<file path="config.mk">
export PLATFORM = sky130hd
export DESIGN_NAME = isac_top
export DESIGN_NICKNAME = d
export VERILOG_FILES = /design/src/common/isac_pkg.sv /design/src/design/isac_top.sv /design/src/design/isac_seq_mem.sv /design/src/design/isac_down_counter.sv
export SDC_FILE = /design/constraint.sdc
export NUM_CORES = 1
export LEC_CHECK = 0
export ABC_AREA = 1
export BUFFER_PORTS_ARGS = -buffer_cell sky130_fd_sc_hd__buf_2
export CAP_MARGIN = 0
export CELL_PAD_IN_SITES_DETAIL_PLACEMENT = 1
export CELL_PAD_IN_SITES_GLOBAL_PLACEMENT = 2
export CORE_ASPECT_RATIO = 1.2
export CORE_MARGIN = 2
export CORE_UTILIZATION = 38
export CTS_CLUSTER_SIZE = 10
export DETAILED_ROUTE_END_ITERATION = 16
export HOLD_SLACK_MARGIN = 0.02
export PLACE_DENSITY = 0.83
export SYNTH_ARGS = -nofsm -noshare
export SYNTH_HDL_FRONTEND = slang
export SYNTH_HIERARCHICAL = 1
export SYNTH_SLANG_ARGS = --single-unit
</file>
<file path="constraint.sdc">
create_clock -name clk_i -period 4.2 [get_ports clk_i]
set_clock_uncertainty 0.2 [all_clocks]
set_input_delay 0.84 -clock clk_i [delete_from_list [all_inputs] [get_ports clk_i]]
set_output_delay 0.84 -clock clk_i [all_outputs]
set_load 0.005 [all_outputs]
</file>
<file path="src/common/isac_pkg.sv">
// Package for the interval scan acquisition controller.
// Assumes a 32-bit classic Wishbone register bus, 16-bit values in low lanes.
`default_nettype none
package isac_pkg;
    // Register byte offsets
    localparam logic [7:0] REG_CMD1      = 8'h00;
    localparam logic [7:0] REG_SEQ_CLEAR = 8'h04;
    localparam logic [7:0] REG_SEQ_ENTRY = 8'h08;
    localparam logic [7:0] REG_SEQ_LOAD  = 8'h0C;
    localparam logic [7:0] REG_CONV_CLR  = 8'h10;
    localparam logic [7:0] REG_ACQ_START = 8'h14;
    localparam logic [7:0] REG_SMP_INTVL = 8'h18;
    localparam logic [7:0] REG_SMP_COUNT = 8'h1C;
    localparam logic [7:0] REG_SCN_INTVL = 8'h20;
    localparam logic [7:0] REG_STATUS    = 8'h24;
    localparam logic [7:0] REG_SMP_LEFT  = 8'h28;
    // First command register bit positions
    localparam int CMD_ACQ_EN   = 0;
    localparam int CMD_SCAN_EN  = 1;
    localparam int CMD_SCN_INT  = 2;
    localparam int CMD_SCAN_DIV = 3;
    localparam int CMD_CNT_WID  = 4;
    localparam int CMD_W        = 5;
    // Sequence entry layout: end-of-sequence flag in the top bit
    localparam int ENTRY_W      = 16;
    localparam int EOS_BIT      = 15;
    // Reset values
    localparam logic [CMD_W-1:0] CMD1_RST  = 5'h00;
    localparam logic [15:0]      INTVL_RST = 16'h0002;
    localparam logic [15:0]      COUNT_RST = 16'h0002;
    // Counter width; a loaded 0 means 65,536 counts
    localparam int CNT_W = 16;
    typedef enum logic [1:0] {
        ST_IDLE = 2'b00,
        ST_RUN  = 2'b01,
        ST_HOLD = 2'b10
    } isac_state_e;
endpackage
`default_nettype wire

</file>
<file path="src/design/isac_top.sv">
// Interval scan acquisition controller: sequencing, timers, register slave.
// Assumes synchronous inputs and a classic Wishbone master on the bus.
// Summary of operation
// - Scan bit clear: pointer never moves
// - Interval bit set: every pass is timed
// - Interval count starts at pass's first conversion
// - Next pass waits for interval terminal count
// - Start at entry zero, step after conversion
// - Flagged entry marks the end of sequence
// - Interval bit set: pause after each flagged entry for interval
// - End of list: back to zero, after the wait if interval bit set
// - Divide bit: step on counter1 low pulse
// - Divide bit clear: step every conversion
// - Clear, write entries in order, then load
// - Sample timer pulses low every N ticks
// - Sample counter tallies conversions, stops timer
// - Width bit clear: inner counter alone ends
// - Stop acquisition when sample count hits zero; width bit set: at inner terminal count with outer stage at zero
// - No conversion pulses before the trigger
// - Converter clear empties the result buffer
// - Start by register write or trigger pulse
`default_nettype none
module isac_top
    import isac_pkg::*;
#(
    parameter int SEQ_DEPTH = 16,
    parameter int PTR_W     = $clog2(SEQ_DEPTH)
) (
    input  wire logic        clk_i,        // 25 MHz system clock
    input  wire logic        rst_i,        // Synchronous reset, high
    input  wire logic        cyc_i,        // Wishbone cycle
    input  wire logic        stb_i,        // Wishbone strobe
    input  wire logic        we_i,         // Wishbone write
    input  wire logic [7:0]  adr_i,        // Wishbone byte address
    input  wire logic [3:0]  sel_i,        // Wishbone byte selects
    input  wire logic [31:0] dat_i,        // Wishbone write data
    output logic      [31:0] dat_o,        // Wishbone read data
    output logic             ack_o,        // Wishbone acknowledge
    input  wire logic        timebase_i,   // Selected timebase, rising edge
    input  wire logic        counter1_output_i,   // Divider output
    input  wire logic        external_trigger_input_n_i, // Trigger, low
    input  wire logic        upper_count_zero_i,  // Cascade stage at zero
    output logic             conv_n_o,     // Conversion pulse, low
    output logic [ENTRY_W-2:0] chan_gain_o, // Current channel and gain
    output logic             eos_o,        // Current entry ends a pass
    output logic             acq_active_o, // Acquisition running
    output logic             fifo_clear_o  // Empty result buffer pulse
);
    import isac_pkg::*;

    isac_state_e          state_q;
    logic [CMD_W-1:0]     cmd1_q;
    logic [CNT_W-1:0]     smp_intvl_q, smp_count_q, scn_intvl_q;
    logic [PTR_W-1:0]     wptr_q, rptr_q;
    logic [PTR_W:0]       nent_q;
    logic [ENTRY_W-1:0]   entry;
    logic                 tb_prev_q, c1_prev_q, trig_prev_q;
    logic                 tick, c1_fall, trig_fall;
    logic                 req, wr_fire, wr16;
    logic                 wr_clr, wr_ent, wr_load, wr_start, wr_cclr;
    logic                 trigger, conv_fire, smp_tc, scn_tc, step;
    logic                 pass_first_q, scn_busy_q, scn_done_q;
    logic                 end_acq, last_ent, at_eos;
    logic [CNT_W:0]       smp_left;
    logic [31:0]          rd_mux;

    // Next pointer, wrapping at the end of the written list
    function automatic logic [PTR_W-1:0] next_ptr(
        input logic [PTR_W-1:0] p,
        input logic [PTR_W:0]   n
    );
        logic [PTR_W:0] p1;
        p1 = {1'b0, p} + 1'b1;
        next_ptr = (p1 >= n) ? '0 : p1[PTR_W-1:0];
    endfunction

    // Bus decode; a write takes effect at the edge where ack is seen high
    assign req     = cyc_i && stb_i;
    assign wr_fire = req && we_i && ack_o;
    assign wr16    = wr_fire && (sel_i[1:0] == 2'b11);
    assign wr_clr   = wr16 && adr_i == REG_SEQ_CLEAR;
    assign wr_ent   = wr16 && adr_i == REG_SEQ_ENTRY;
    assign wr_load  = wr16 && adr_i == REG_SEQ_LOAD;
    assign wr_start = wr16 && adr_i == REG_ACQ_START;
    assign wr_cclr  = wr16 && adr_i == REG_CONV_CLR;

    // Input edge detection
    assign tick      = timebase_i && !tb_prev_q;
    assign c1_fall   = !counter1_output_i && c1_prev_q;
    assign trig_fall = !external_trigger_input_n_i && trig_prev_q;
    assign trigger   = (wr_start || trig_fall) && cmd1_q[CMD_ACQ_EN];

    always_ff @(posedge clk_i) begin
        if (rst_i) begin
            tb_prev_q   <= 1'b0;
            c1_prev_q   <= 1'b1;
            trig_prev_q <= 1'b1;
        end else begin
            tb_prev_q   <= timebase_i;
            c1_prev_q   <= counter1_output_i;
            trig_prev_q <= external_trigger_input_n_i;
        end
    end

    // Single-wait-state acknowledge, dropped the cycle after it is given
    always_ff @(posedge clk_i) begin
        if (rst_i) begin
            ack_o <= 1'b0;
        end else begin
            ack_o <= req && !ack_o;
        end
    end

    // Software-written configuration
    always_ff @(posedge clk_i) begin
        if (rst_i) begin
            cmd1_q      <= CMD1_RST;
            smp_intvl_q <= INTVL_RST;
            smp_count_q <= COUNT_RST;
            scn_intvl_q <= INTVL_RST;
        end else if (wr16) begin
            unique case (adr_i)
                REG_CMD1:      cmd1_q      <= dat_i[CMD_W-1:0];
                REG_SMP_INTVL: smp_intvl_q <= dat_i[CNT_W-1:0];
                REG_SMP_COUNT: smp_count_q <= dat_i[CNT_W-1:0];
                REG_SCN_INTVL: scn_intvl_q <= dat_i[CNT_W-1:0];
                default: ;
            endcase
        end
    end

    // Read data registered on the request edge, valid with ack
    always_comb begin
        rd_mux = 32'h0000_0000;
        unique case (adr_i)
            REG_CMD1:      rd_mux[CMD_W-1:0] = cmd1_q;
            REG_SMP_INTVL: rd_mux[CNT_W-1:0] = smp_intvl_q;
            REG_SMP_COUNT: rd_mux[CNT_W-1:0] = smp_count_q;
            REG_SCN_INTVL: rd_mux[CNT_W-1:0] = scn_intvl_q;
            REG_STATUS: begin
                // Pointer from bit 8 up, pass flags in the low bits
                rd_mux[8 +: PTR_W] = rptr_q;
                rd_mux[2]          = scn_done_q;
                rd_mux[1]          = state_q == ST_HOLD;
                rd_mux[0]          = acq_active_o;
            end
            REG_SMP_LEFT:  rd_mux[CNT_W:0] = smp_left;
            default:       rd_mux = 32'h0000_0000;
        endcase
    end

    always_ff @(posedge clk_i) begin
        if (rst_i) begin
            dat_o <= 32'h0000_0000;
        end else if (req && !ack_o) begin
            dat_o <= rd_mux;
        end
    end

    // Sequence store: clear, then entries land at consecutive locations
    always_ff @(posedge clk_i) begin
        if (rst_i || wr_clr) begin
            wptr_q <= '0;
            nent_q <= '0;
        end else if (wr_ent && nent_q < (PTR_W+1)'(SEQ_DEPTH)) begin
            wptr_q <= wptr_q + 1'b1;
            nent_q <= nent_q + 1'b1;
        end
    end

    isac_seq_mem #(
        .WIDTH (ENTRY_W),
        .DEPTH (SEQ_DEPTH)
    ) u_mem (
        .clk_i   (clk_i),
        .we_i    (wr_ent && nent_q < (PTR_W+1)'(SEQ_DEPTH)),
        .waddr_i (wptr_q),
        .wdata_i (dat_i[ENTRY_W-1:0]),
        .raddr_i (rptr_q),
        .rdata_o (entry)
    );

    assign chan_gain_o = entry[ENTRY_W-2:0];
    assign eos_o       = entry[EOS_BIT];

    // Sample-interval timer runs only while running, frozen in hold
    isac_down_counter #(.W(CNT_W)) u_smp_intvl (
        .clk_i    (clk_i),
        .rst_i    (rst_i),
        .load_i   (trigger && state_q == ST_IDLE),
        .dec_i    (tick && state_q == ST_RUN),
        .reload_i (1'b1),
        .value_i  (smp_intvl_q),
        .count_o  (),
        .tc_o     (conv_fire)
    );

    // Sample counter tallies conversions from the interval timer
    isac_down_counter #(.W(CNT_W)) u_smp_count (
        .clk_i    (clk_i),
        .rst_i    (rst_i),
        .load_i   (trigger && state_q == ST_IDLE),
        .dec_i    (conv_fire),
        .reload_i (cmd1_q[CMD_CNT_WID]),
        .value_i  (smp_count_q),
        .count_o  (smp_left),
        .tc_o     (smp_tc)
    );

    // Scan-interval counter, started by a pass's first conversion
    isac_down_counter #(.W(CNT_W)) u_scn_intvl (
        .clk_i    (clk_i),
        .rst_i    (rst_i),
        .load_i   (conv_fire && pass_first_q),
        .dec_i    (tick && scn_busy_q),
        .reload_i (1'b0),
        .value_i  (scn_intvl_q),
        .count_o  (),
        .tc_o     (scn_tc)
    );

    // Single-counter mode ends on the inner terminal count alone
    assign end_acq = smp_tc && (!cmd1_q[CMD_CNT_WID]
                                || upper_count_zero_i);

    // Pass timing flags; terminal count wins over a fresh load's clear
    always_ff @(posedge clk_i) begin
        if (rst_i || (trigger && state_q == ST_IDLE)) begin
            pass_first_q <= 1'b1;
            scn_busy_q   <= 1'b0;
            scn_done_q   <= 1'b0;
        end else begin
            if (state_q == ST_HOLD && scn_done_q) begin
                pass_first_q <= 1'b1;
            end else if (conv_fire) begin
                pass_first_q <= 1'b0;
            end
            if (scn_tc) begin
                scn_busy_q <= 1'b0;
                scn_done_q <= 1'b1;
            end else if (conv_fire && pass_first_q) begin
                scn_busy_q <= cmd1_q[CMD_SCN_INT];
                scn_done_q <= 1'b0;
            end else if (state_q == ST_HOLD && scn_done_q) begin
                scn_done_q <= 1'b0;
            end
        end
    end

    // Stepping source: divider pulse or every conversion, scan bit only
    assign step     = cmd1_q[CMD_SCAN_EN] && state_q == ST_RUN &&
                      (cmd1_q[CMD_SCAN_DIV] ? c1_fall
                                            : conv_fire);
    assign at_eos   = entry[EOS_BIT];
    assign last_ent = next_ptr(rptr_q, nent_q) == '0;

    // Acquisition state
    always_ff @(posedge clk_i) begin
        if (rst_i) begin
            state_q <= ST_IDLE;
        end else begin
            unique case (state_q)
                ST_IDLE: begin
                    if (trigger) begin
                        state_q <= ST_RUN;
                    end
                end
                ST_RUN: begin
                    if (end_acq || !cmd1_q[CMD_ACQ_EN]) begin
                        state_q <= ST_IDLE;
                    end else if (step && cmd1_q[CMD_SCN_INT]
                                 && (at_eos || last_ent)) begin
                        state_q <= ST_HOLD;
                    end
                end
                ST_HOLD: begin
                    if (!cmd1_q[CMD_ACQ_EN]) begin
                        state_q <= ST_IDLE;
                    end else if (scn_done_q) begin
                        state_q <= ST_RUN;
                    end
                end
                default: state_q <= ST_IDLE;
            endcase
        end
    end

    // Pointer: held during the pause, moved on release
    always_ff @(posedge clk_i) begin
        if (rst_i || wr_load) begin
            rptr_q <= '0;
        end else if (state_q == ST_HOLD && scn_done_q) begin
            rptr_q <= next_ptr(rptr_q, nent_q);
        end else if (step && !(cmd1_q[CMD_SCN_INT]
                               && (at_eos || last_ent))) begin
            rptr_q <= next_ptr(rptr_q, nent_q);
        end
    end

    // Registered outputs
    always_ff @(posedge clk_i) begin
        if (rst_i) begin
            conv_n_o     <= 1'b1;
            fifo_clear_o <= 1'b0;
        end else begin
            conv_n_o     <= !conv_fire;
            fifo_clear_o <= wr_cclr;
        end
    end

    assign acq_active_o = state_q != ST_IDLE;

    a_conv_after_trig: assert property (@(posedge clk_i) disable iff (rst_i)
        !conv_n_o |-> $past(state_q) == ST_RUN)
        else $error("conversion outside running state");
    a_conv_pulse_low: assert property (@(posedge clk_i) disable iff (rst_i)
        conv_fire |=> !conv_n_o ##1 conv_n_o)
        else $error("conversion pulse not one low cycle");
    a_stop_at_zero: assert property (@(posedge clk_i) disable iff (rst_i)
        (smp_tc && !cmd1_q[CMD_CNT_WID]) |=> state_q == ST_IDLE)
        else $error("acquisition did not stop at zero");
    a_ptr_no_scan: assert property (@(posedge clk_i) disable iff (rst_i)
        (!cmd1_q[CMD_SCAN_EN] && state_q == ST_RUN && !wr_load)
        |=> rptr_q == $past(rptr_q))
        else $error("pointer moved with scanning off");
    a_step_each_conv: assert property (@(posedge clk_i) disable iff (rst_i)
        (step && !cmd1_q[CMD_SCAN_DIV] && !cmd1_q[CMD_SCN_INT] && !wr_load)
        |=> rptr_q == next_ptr($past(rptr_q), nent_q))
        else $error("pointer did not advance after conversion");
    a_div_waits_c1: assert property (@(posedge clk_i) disable iff (rst_i)
        (cmd1_q[CMD_SCAN_DIV] && !c1_fall && state_q == ST_RUN && !wr_load)
        |=> rptr_q == $past(rptr_q))
        else $error("pointer moved without divider pulse");
    a_pause_at_eos: assert property (@(posedge clk_i) disable iff (rst_i)
        (step && cmd1_q[CMD_SCN_INT] && at_eos && !end_acq
         && cmd1_q[CMD_ACQ_EN]) |=> state_q == ST_HOLD)
        else $error("no pause after flagged entry");
    a_hold_no_conv: assert property (@(posedge clk_i) disable iff (rst_i)
        (state_q == ST_HOLD && !scn_done_q) |=> !conv_fire)
        else $error("conversion during interval pause");
    a_list_wraps: assert property (@(posedge clk_i) disable iff (rst_i)
        (state_q == ST_HOLD && scn_done_q && last_ent && !wr_load
         && cmd1_q[CMD_ACQ_EN]) |=> rptr_q == '0 && state_q == ST_RUN)
        else $error("pointer not returned to zero");
    a_load_zero: assert property (@(posedge clk_i) disable iff (rst_i)
        wr_load |=> rptr_q == '0)
        else $error("load did not select location zero");
    a_trig_starts: assert property (@(posedge clk_i) disable iff (rst_i)
        (trigger && state_q == ST_IDLE) |=> state_q == ST_RUN)
        else $error("trigger did not start acquisition");
endmodule
`default_nettype wire

</file>
<file path="src/design/isac_seq_mem.sv">
// Channel-gain sequence memory, one write port, registered read.
// Assumes write and read addresses are already in range.
`default_nettype none
module isac_seq_mem #(
    parameter int WIDTH = 16,
    parameter int DEPTH = 16,
    parameter int AW    = $clog2(DEPTH)
) (
    input  wire logic             clk_i,   // System clock
    input  wire logic             we_i,    // Write strobe
    input  wire logic [AW-1:0]    waddr_i, // Write location
    input  wire logic [WIDTH-1:0] wdata_i, // Entry to store
    input  wire logic [AW-1:0]    raddr_i, // Read location
    output logic      [WIDTH-1:0] rdata_o  // Registered entry
);
    logic [WIDTH-1:0] mem_q [DEPTH];

    // Storage, no reset: contents are defined by software loading
    always_ff @(posedge clk_i) begin
        if (we_i) begin
            mem_q[waddr_i] <= wdata_i;
        end
    end

    // Read every cycle so the entry follows the pointer one cycle later
    always_ff @(posedge clk_i) begin
        rdata_o <= mem_q[raddr_i];
    end
endmodule
`default_nettype wire

</file>
<file path="src/design/isac_down_counter.sv">
// Loadable down counter with terminal-count pulse and optional reload.
// Assumes load and decrement are never requested in the same cycle.
`default_nettype none
module isac_down_counter #(
    parameter int W = 16
) (
    input  wire logic         clk_i,    // System clock
    input  wire logic         rst_i,    // Synchronous reset, high
    input  wire logic         load_i,   // Load value_i
    input  wire logic         dec_i,    // Count one step
    input  wire logic         reload_i, // Reload on terminal count
    input  wire logic [W-1:0] value_i,  // Load value, 0 means 2**W
    output logic      [W:0]   count_o,  // Counts remaining
    output logic              tc_o      // Terminal count pulse
);
    logic [W:0] load_val;

    // Zero encodes the full range of 2**W counts
    assign load_val = (value_i == '0) ? {1'b1, {W{1'b0}}} : {1'b0, value_i};
    assign tc_o     = dec_i && (count_o == {{W{1'b0}}, 1'b1});

    // Count down; stop at zero unless reloading
    always_ff @(posedge clk_i) begin
        if (rst_i) begin
            count_o <= '0;
        end else if (load_i) begin
            count_o <= load_val;
        end else if (tc_o) begin
            count_o <= reload_i ? load_val : '0;
        end else if (dec_i && count_o != '0) begin
            count_o <= count_o - 1'b1;
        end
    end
endmodule
`default_nettype wire

</file>
---- Yosys cells after proc, flatten, opt, wreduce, memory -nomap -nowiden ----
Memories as Yosys holds them, arrays and structs flattened. A register that Yosys moved wholly into a read port is not among the register bits.
Index checks and enable logic that the tools add are counted.
operators by class
  reduce and logical (&&, ||, !) cells .... 70
  add/subtract/negate cells ............... 6
  equal/unequal tests ..................... 19
  order comparisons ....................... 2
  multiplexer cells ....................... 34
operators with widths
  cell                                                                   count
  17-bit two-way mux                                                     13
  17-bit by 1-bit == test with 1-bit output (second input constant)      3
  17-bit nonzero test                                                    3
  17-bit by 1-bit subtractor with 17-bit output (second input constant)  3
  16-bit zero test                                                       3
  1-bit logical AND                                                      33
  8-bit by 5-bit == test with 1-bit output (second input constant)       4
  8-bit by 6-bit == test with 1-bit output (second input constant)       3
  4-bit one-hot mux with 5 select lines                                  1
  3-bit one-hot mux with 6 select lines                                  1
  8-bit by 4-bit == test with 1-bit output (second input constant)       2
  4-bit one-hot mux with 4 select lines                                  1
  4-bit two-way mux                                                      3
  3-bit one-hot mux with 4 select lines                                  1
  3-bit nonzero test                                                     4
  2-bit two-way mux                                                      5
  2-bit one-hot mux with 5 select lines                                  1
  8-bit by 3-bit == test with 1-bit output (second input constant)       1
  1-bit zero test                                                        8
  8-bit zero test                                                        1
  2-bit AND reduction                                                    4
  1-bit logical OR                                                       7
  1-bit two-way mux                                                      7
  2-bit one-hot mux with 3 select lines                                  1
  15 further kinds                                                       18
word-level totals
  input port bits ......................... 53
  bits in writable memories ............... 256
  bits in registers ....................... 145
  memories kept ........................... 1
  output and inout bits ................... 52
  logic and storage cells ................. 153
memories
  memory       words  bits a word  rd ports  clocked after memory_dff  wr ports  line                text
  u_mem.mem_q  16     16           1         1                         1         isac_seq_mem.sv:16  logic [WIDTH-1:0] mem_q [DEPTH];

---- Logic depth before layout (Yosys ltp) ----
  depth in word-level cells ............... 11
  depth in mapped cells ................... 18
  depth with buffers taken out ............ 18

---- Hierarchy ----
Netlist, hierarchy kept.
by module, submodules not included
  module             cells each  instances  area an instance (µm²)  sequential area each (µm²)
  isac_seq_mem       1,076       1          11,379.7                8,007.7
  isac_down_counter  238         3          1,609.0                 340.3
  isac_top           599         1          4,419.2                 1,881.8

---- Least setup slack after synthesis ----
No wires, ideal clock.
  path type ............................... input port to flip-flop
  start ................................... input port timebase_i
  end ..................................... register rptr_q[0]
  path slack .............................. 899 ps
  cell stages on the path ................. 11
  path buffers ............................ 0
  library setup time ...................... 115 ps
  required time ........................... 3,885 ps
  data arrival time ....................... 2,986 ps
  cells stage by stage .................... inv_1 -> nor3_1 -> nand2_1 -> clkinv_1 -> nand3_2 -> nor4_1 -> nor2_1 -> nor4_1 -> nand2_1 -> a21oi_1 -> nor2_1
between the ends
  word-level cells in the longest chain between the ends .. 7
RTL lines
  what                          line                     text
  start, declared               isac_top.sv:39           input wire logic timebase_i,
  1-bit logical AND             isac_top.sv:88           assign tick = timebase_i && !tb_prev_q;
  1-bit logical AND             isac_top.sv:191          .dec_i (tick && state_q == ST_RUN),
  1-bit logical AND             isac_down_counter.sv:20  assign tc_o = dec_i && (count_o == {{W{1'b0}}, 1'b1});
  net conv_fire                 isac_top.sv:61           logic trigger, conv_fire, smp_tc, scn_tc, step;
  1-bit two-way mux             isac_top.sv:252          (cmd1_q[CMD_SCAN_DIV] ? c1_fall
  1-bit logical AND             isac_top.sv:251          assign step = cmd1_q[CMD_SCAN_EN] && state_q == ST_RUN &&
  1-bit logical AND             isac_top.sv:294          end else if (step && !(cmd1_q[CMD_SCN_INT]
  2-bit nonzero test (no line)  --
  end signal, assigned          isac_top.sv:293          rptr_q <= next_ptr(rptr_q, nent_q);
  end signal, assigned          isac_top.sv:296          rptr_q <= next_ptr(rptr_q, nent_q);
  end, declared                 isac_top.sv:54           logic [PTR_W-1:0] wptr_q, rptr_q;
The timed path passes the listed nets, and every way through them passes these cells.
A chain may end at the register's enable or synchronous reset.

---- Worst setup path after layout ----
  start ................................... register state_q[1]
  end ..................................... register rptr_q[0]
between the ends
  word-level cells in the longest chain between the ends .. 7
  elaborated cells on any way between the ends .. 11
  those cells by class .................... eq/ne (2); mux (2); reduce/logical (7)
RTL lines
  what                                      line                     text
  start, declared                           isac_top.sv:51           isac_state_e state_q;
  start signal, assigned                    isac_top.sv:260          state_q <= ST_IDLE;
  start signal, assigned                    isac_top.sv:265          state_q <= ST_RUN;
  start signal, assigned                    isac_top.sv:270          state_q <= ST_IDLE;
  2-bit by 1-bit == test with 1-bit output  isac_top.sv:191
  1-bit logical AND                         isac_top.sv:191
  1-bit logical AND                         isac_down_counter.sv:20
  net conv_fire                             isac_top.sv:61
  1-bit two-way mux                         isac_top.sv:252
  1-bit logical AND                         isac_top.sv:251
  1-bit logical AND                         isac_top.sv:294
  2-bit nonzero test (no line)              --
The timed path passes the listed nets, and every way through them passes these cells.

==> metrics <==
die height 259 um; placed insts 3,110; Peak Freq 333 MHz; Post-CTS Setup Repair Bufs 0; Slew HR 34.9%; post-synth top area cell edfxtp_1; cell mode on critical path nand2_1; top-count cell post-synth nand2_1; Unique masters post-synth 44; clock-pin transition on the worst setup and hold timing paths 0.06 ns; Finished Layout Cells 3,200; final antenna-violating net count 0; Initial Utilization 38.5%; wire per inst 19.5 um; DRT Pass-1 Iters 5; fin crit share 71.5%; flop-to-flop setup slack 1.20 ns; R2R depth 13; Clock Tree Buf Depth 3; post-route cell area 23,000 um^2; EDFF count, synth 256; Worst EP arrival 3.30 ns; Hold Crit Class input pin to register; vias post-DR 16,344; cts repair resizes 0; largest net degree at the start of global routing 83; WP data required 4.50 ns; nets 2,516; post-synth top area share 37.3%; sequential area share after synthesis 52.9%; row count 93; P_leak 0.00993 uW; Area growth syn-to-layout 11.3%; worst-margin pin slew 0.973 ns; Vias/cell 5.11; clk_lat worst skew 0.60 ns; Core Box Area 53,600 um^2; share of cells above drive strength 1 13.8%; DRT iter0 DRCs 930; top cells by area, synth edfxtp_1, dfxtp_1, nand2_1, nand3_1, inv_1; run status complete, no violations; WS Path Type register to register; Synth top cells by count nand2_1, inv_1, nand3_1; Critical Path Sink rptr_q[0]; crit start category register; number of buffers created by CTS 49; Die W 217 um; Post-Route WL 62.5 mm; setup tns final 0 ns; clock sink count 417; syn_area_per_cell 8.63 um^2; ys flop type edfxtp_1; H-tree depth 2; post-synthesis register bit count 417; slowest stage cell, crit path nor4_1; reg2reg end rptr_q[0]; Placed Area 21,500 um^2; first-pass GRT wire length 96.7 mm; Hold Vio Cnt, Final 0; hold buffers post-CTS 0; initial antenna violation count 2; RSZ-0062 raised after global routing false; critical path, cell by cell inv_1 > nand2_1 > nor3_1 > nand2_1 > clkinv_1 > nand3_2 > nor4_1 > buf_4 > nor2_1 > nor4_1 > nand2_1 > a21oi_1 > nor2_1; maxcap violations 0; CTS tree yes; Crit Path Max Fanout 8; clock tree root buffer cell clkbuf_16; synthesized area 20,600 um^2; global route total overflow 0; I/O Buffers 71; post-DP HPWL 41.6 mm; IO Pins 105; CP max stage delay 0.42 ns; maximum VDD drop 0.000257 V; Tmin final 3.00 ns; worst reg2reg path startpoint state_q[1]; Async SR Flop Fraction 0%; Tot GR Track Use 22.3%; cell count after synthesis 2,389; vias in the first global route 16,917; Worst Setup SP state_q[1]; DRC viols 0; Die ar. 56,200 um^2; gp weighted congestion 0.804; total number of yosys warnings 6; Pwr Density 368 nW/um^2; CP endpoint kind register; Final Slew Violations 0; Final Setup Violations 0
-- power breakdown --
group / switching [uW] / total (uW) / leakage (uW) / internal [uW]
clock: 1730 / 3950 / 0.000696 / 2220
combinational: 121 / 151 / 0.00563 / 30.2
sequential: 4.79 / 4350 / 0.00361 / 4340
-- layout make-up --
class | count | area, um^2
diodes | 3 | 7.51
repair buffers | 108 | 633
inverters | 349 | 1310
clock buffers | 80 | 1360
flip-flops and latches | 417 | 10900
well taps | 712 | 891
multi-input cells | 1524 | 7740
fillers | 6366 | 30700
clock inverters | 7 | 90.1
-- logic make-up (layout without fill, tap and decap cells) --
| group | after synthesis | after routing | synth area share (%) |
|---|---|---|---|
| AND/OR/NAND/NOR | 1217 | 1217 | 28.0 |
| buffers and inverters | 463 | 544 | 10.1 |
| flip-flops | 417 | 417 | 52.9 |
| AO/OA/AOI/OAI | 256 | 256 | 7.32 |
| XOR/XNOR | 20 | 20 | 0.849 |
| adder cells (fa/ha/maj) | 14 | 14 | 0.849 |
| other | 2 | 20 | 0.0364 |
-- sequential cells by signal, indices dropped and copies added (netlist names), 5 cells and up --
register             count
smp_count_q             16
u_mem/rdata_o           16
smp_intvl_q             16
u_smp_intvl/count_o     17
nent_q                   5
cmd1_q                   5
u_scn_intvl/count_o     17
dat_o                   17
u_smp_count/count_o     17
u_mem/mem_q            256
scn_intvl_q             16
-- placed cells by master, fill, tap and decap left out, types with 9 or more instances in the layout --
cell type / synthesis / layout
o21ai_2: 9 / 9
nand2_4: 15 / 15
inv_2: 14 / 12
o21ai_0: 79 / 79
nand4_1: 11 / 11
o21ai_1: 37 / 37
buf_4: 41 / 37
nor2_4: 15 / 15
a21oi_1: 81 / 81
clkbuf_16: 0 / 49
clkbuf_1: 18 / 29
conb_1: 2 / 17
nor2_2: 8 / 24
a21oi_2: 33 / 33
nand2_1: 632 / 632
dfxtp_1: 161 / 158
buf_2: 35 / 71
nand3_1: 290 / 290
ha_1: 14 / 14
xor2_1: 20 / 20
nor2_1: 151 / 135
nand3b_1: 15 / 15
inv_1: 332 / 330
edfxtp_1: 256 / 256
nand3_2: 39 / 39
-- per-layer routing --
layer / vias up / wire length, um / global-route usage [%]
met3: 106 / 2230 / 3.09
met1: 8108 / 26700 / 27.6
li1: 7834 / - / -
met2: 296 / 31300 / 39.7
met5: - / 0 / 0
met4: 0 / 2160 / 8.22
-- how the worst min path moves through the flow --
| stage | start | endpoint | slack [ns] | depth (start not counted) |
|---|---|---|---|---|
| after floorplan | cmd1_q[1] | cmd1_q[1] | 0.24 | 2 |
| after global placement | dat_o[15] | dat_o[15] | 0.25 | 2 |
| after detailed placement | dat_o[15] | dat_o[15] | 0.26 | 2 |
| after CTS | external_trigger_input_n_i | trig_prev_q | 0.22 | 3 |
| after global routing | external_trigger_input_n_i | trig_prev_q | 0.24 | 3 |
| final | external_trigger_input_n_i | trig_prev_q | 0.24 | 3 |
-- worst max-delay path: cells and delay by family, from the launching register on --
family,cells,cell delay [ns]
and+or+nand+nor,9,1.73
buffers and inverters,3,0.40
DFF,1,0.33
AOI/OAI and AO/OA,1,0.22
-- stage by stage --
stage	setup WS (ns)	total power (uW)	hold slack (ns)	util, %
final	1.20	8450	0.239	42.8
after global routing	0.962	8730	0.238	42.8
after CTS	1.18	8550	0.223	42.8
after detailed placement	0.665	4590	0.262	40.1
after global placement	0.688	4580	0.255	40.1
after floorplan	0.899	4500	0.244	-
Power figures use the tool's default switching activity.
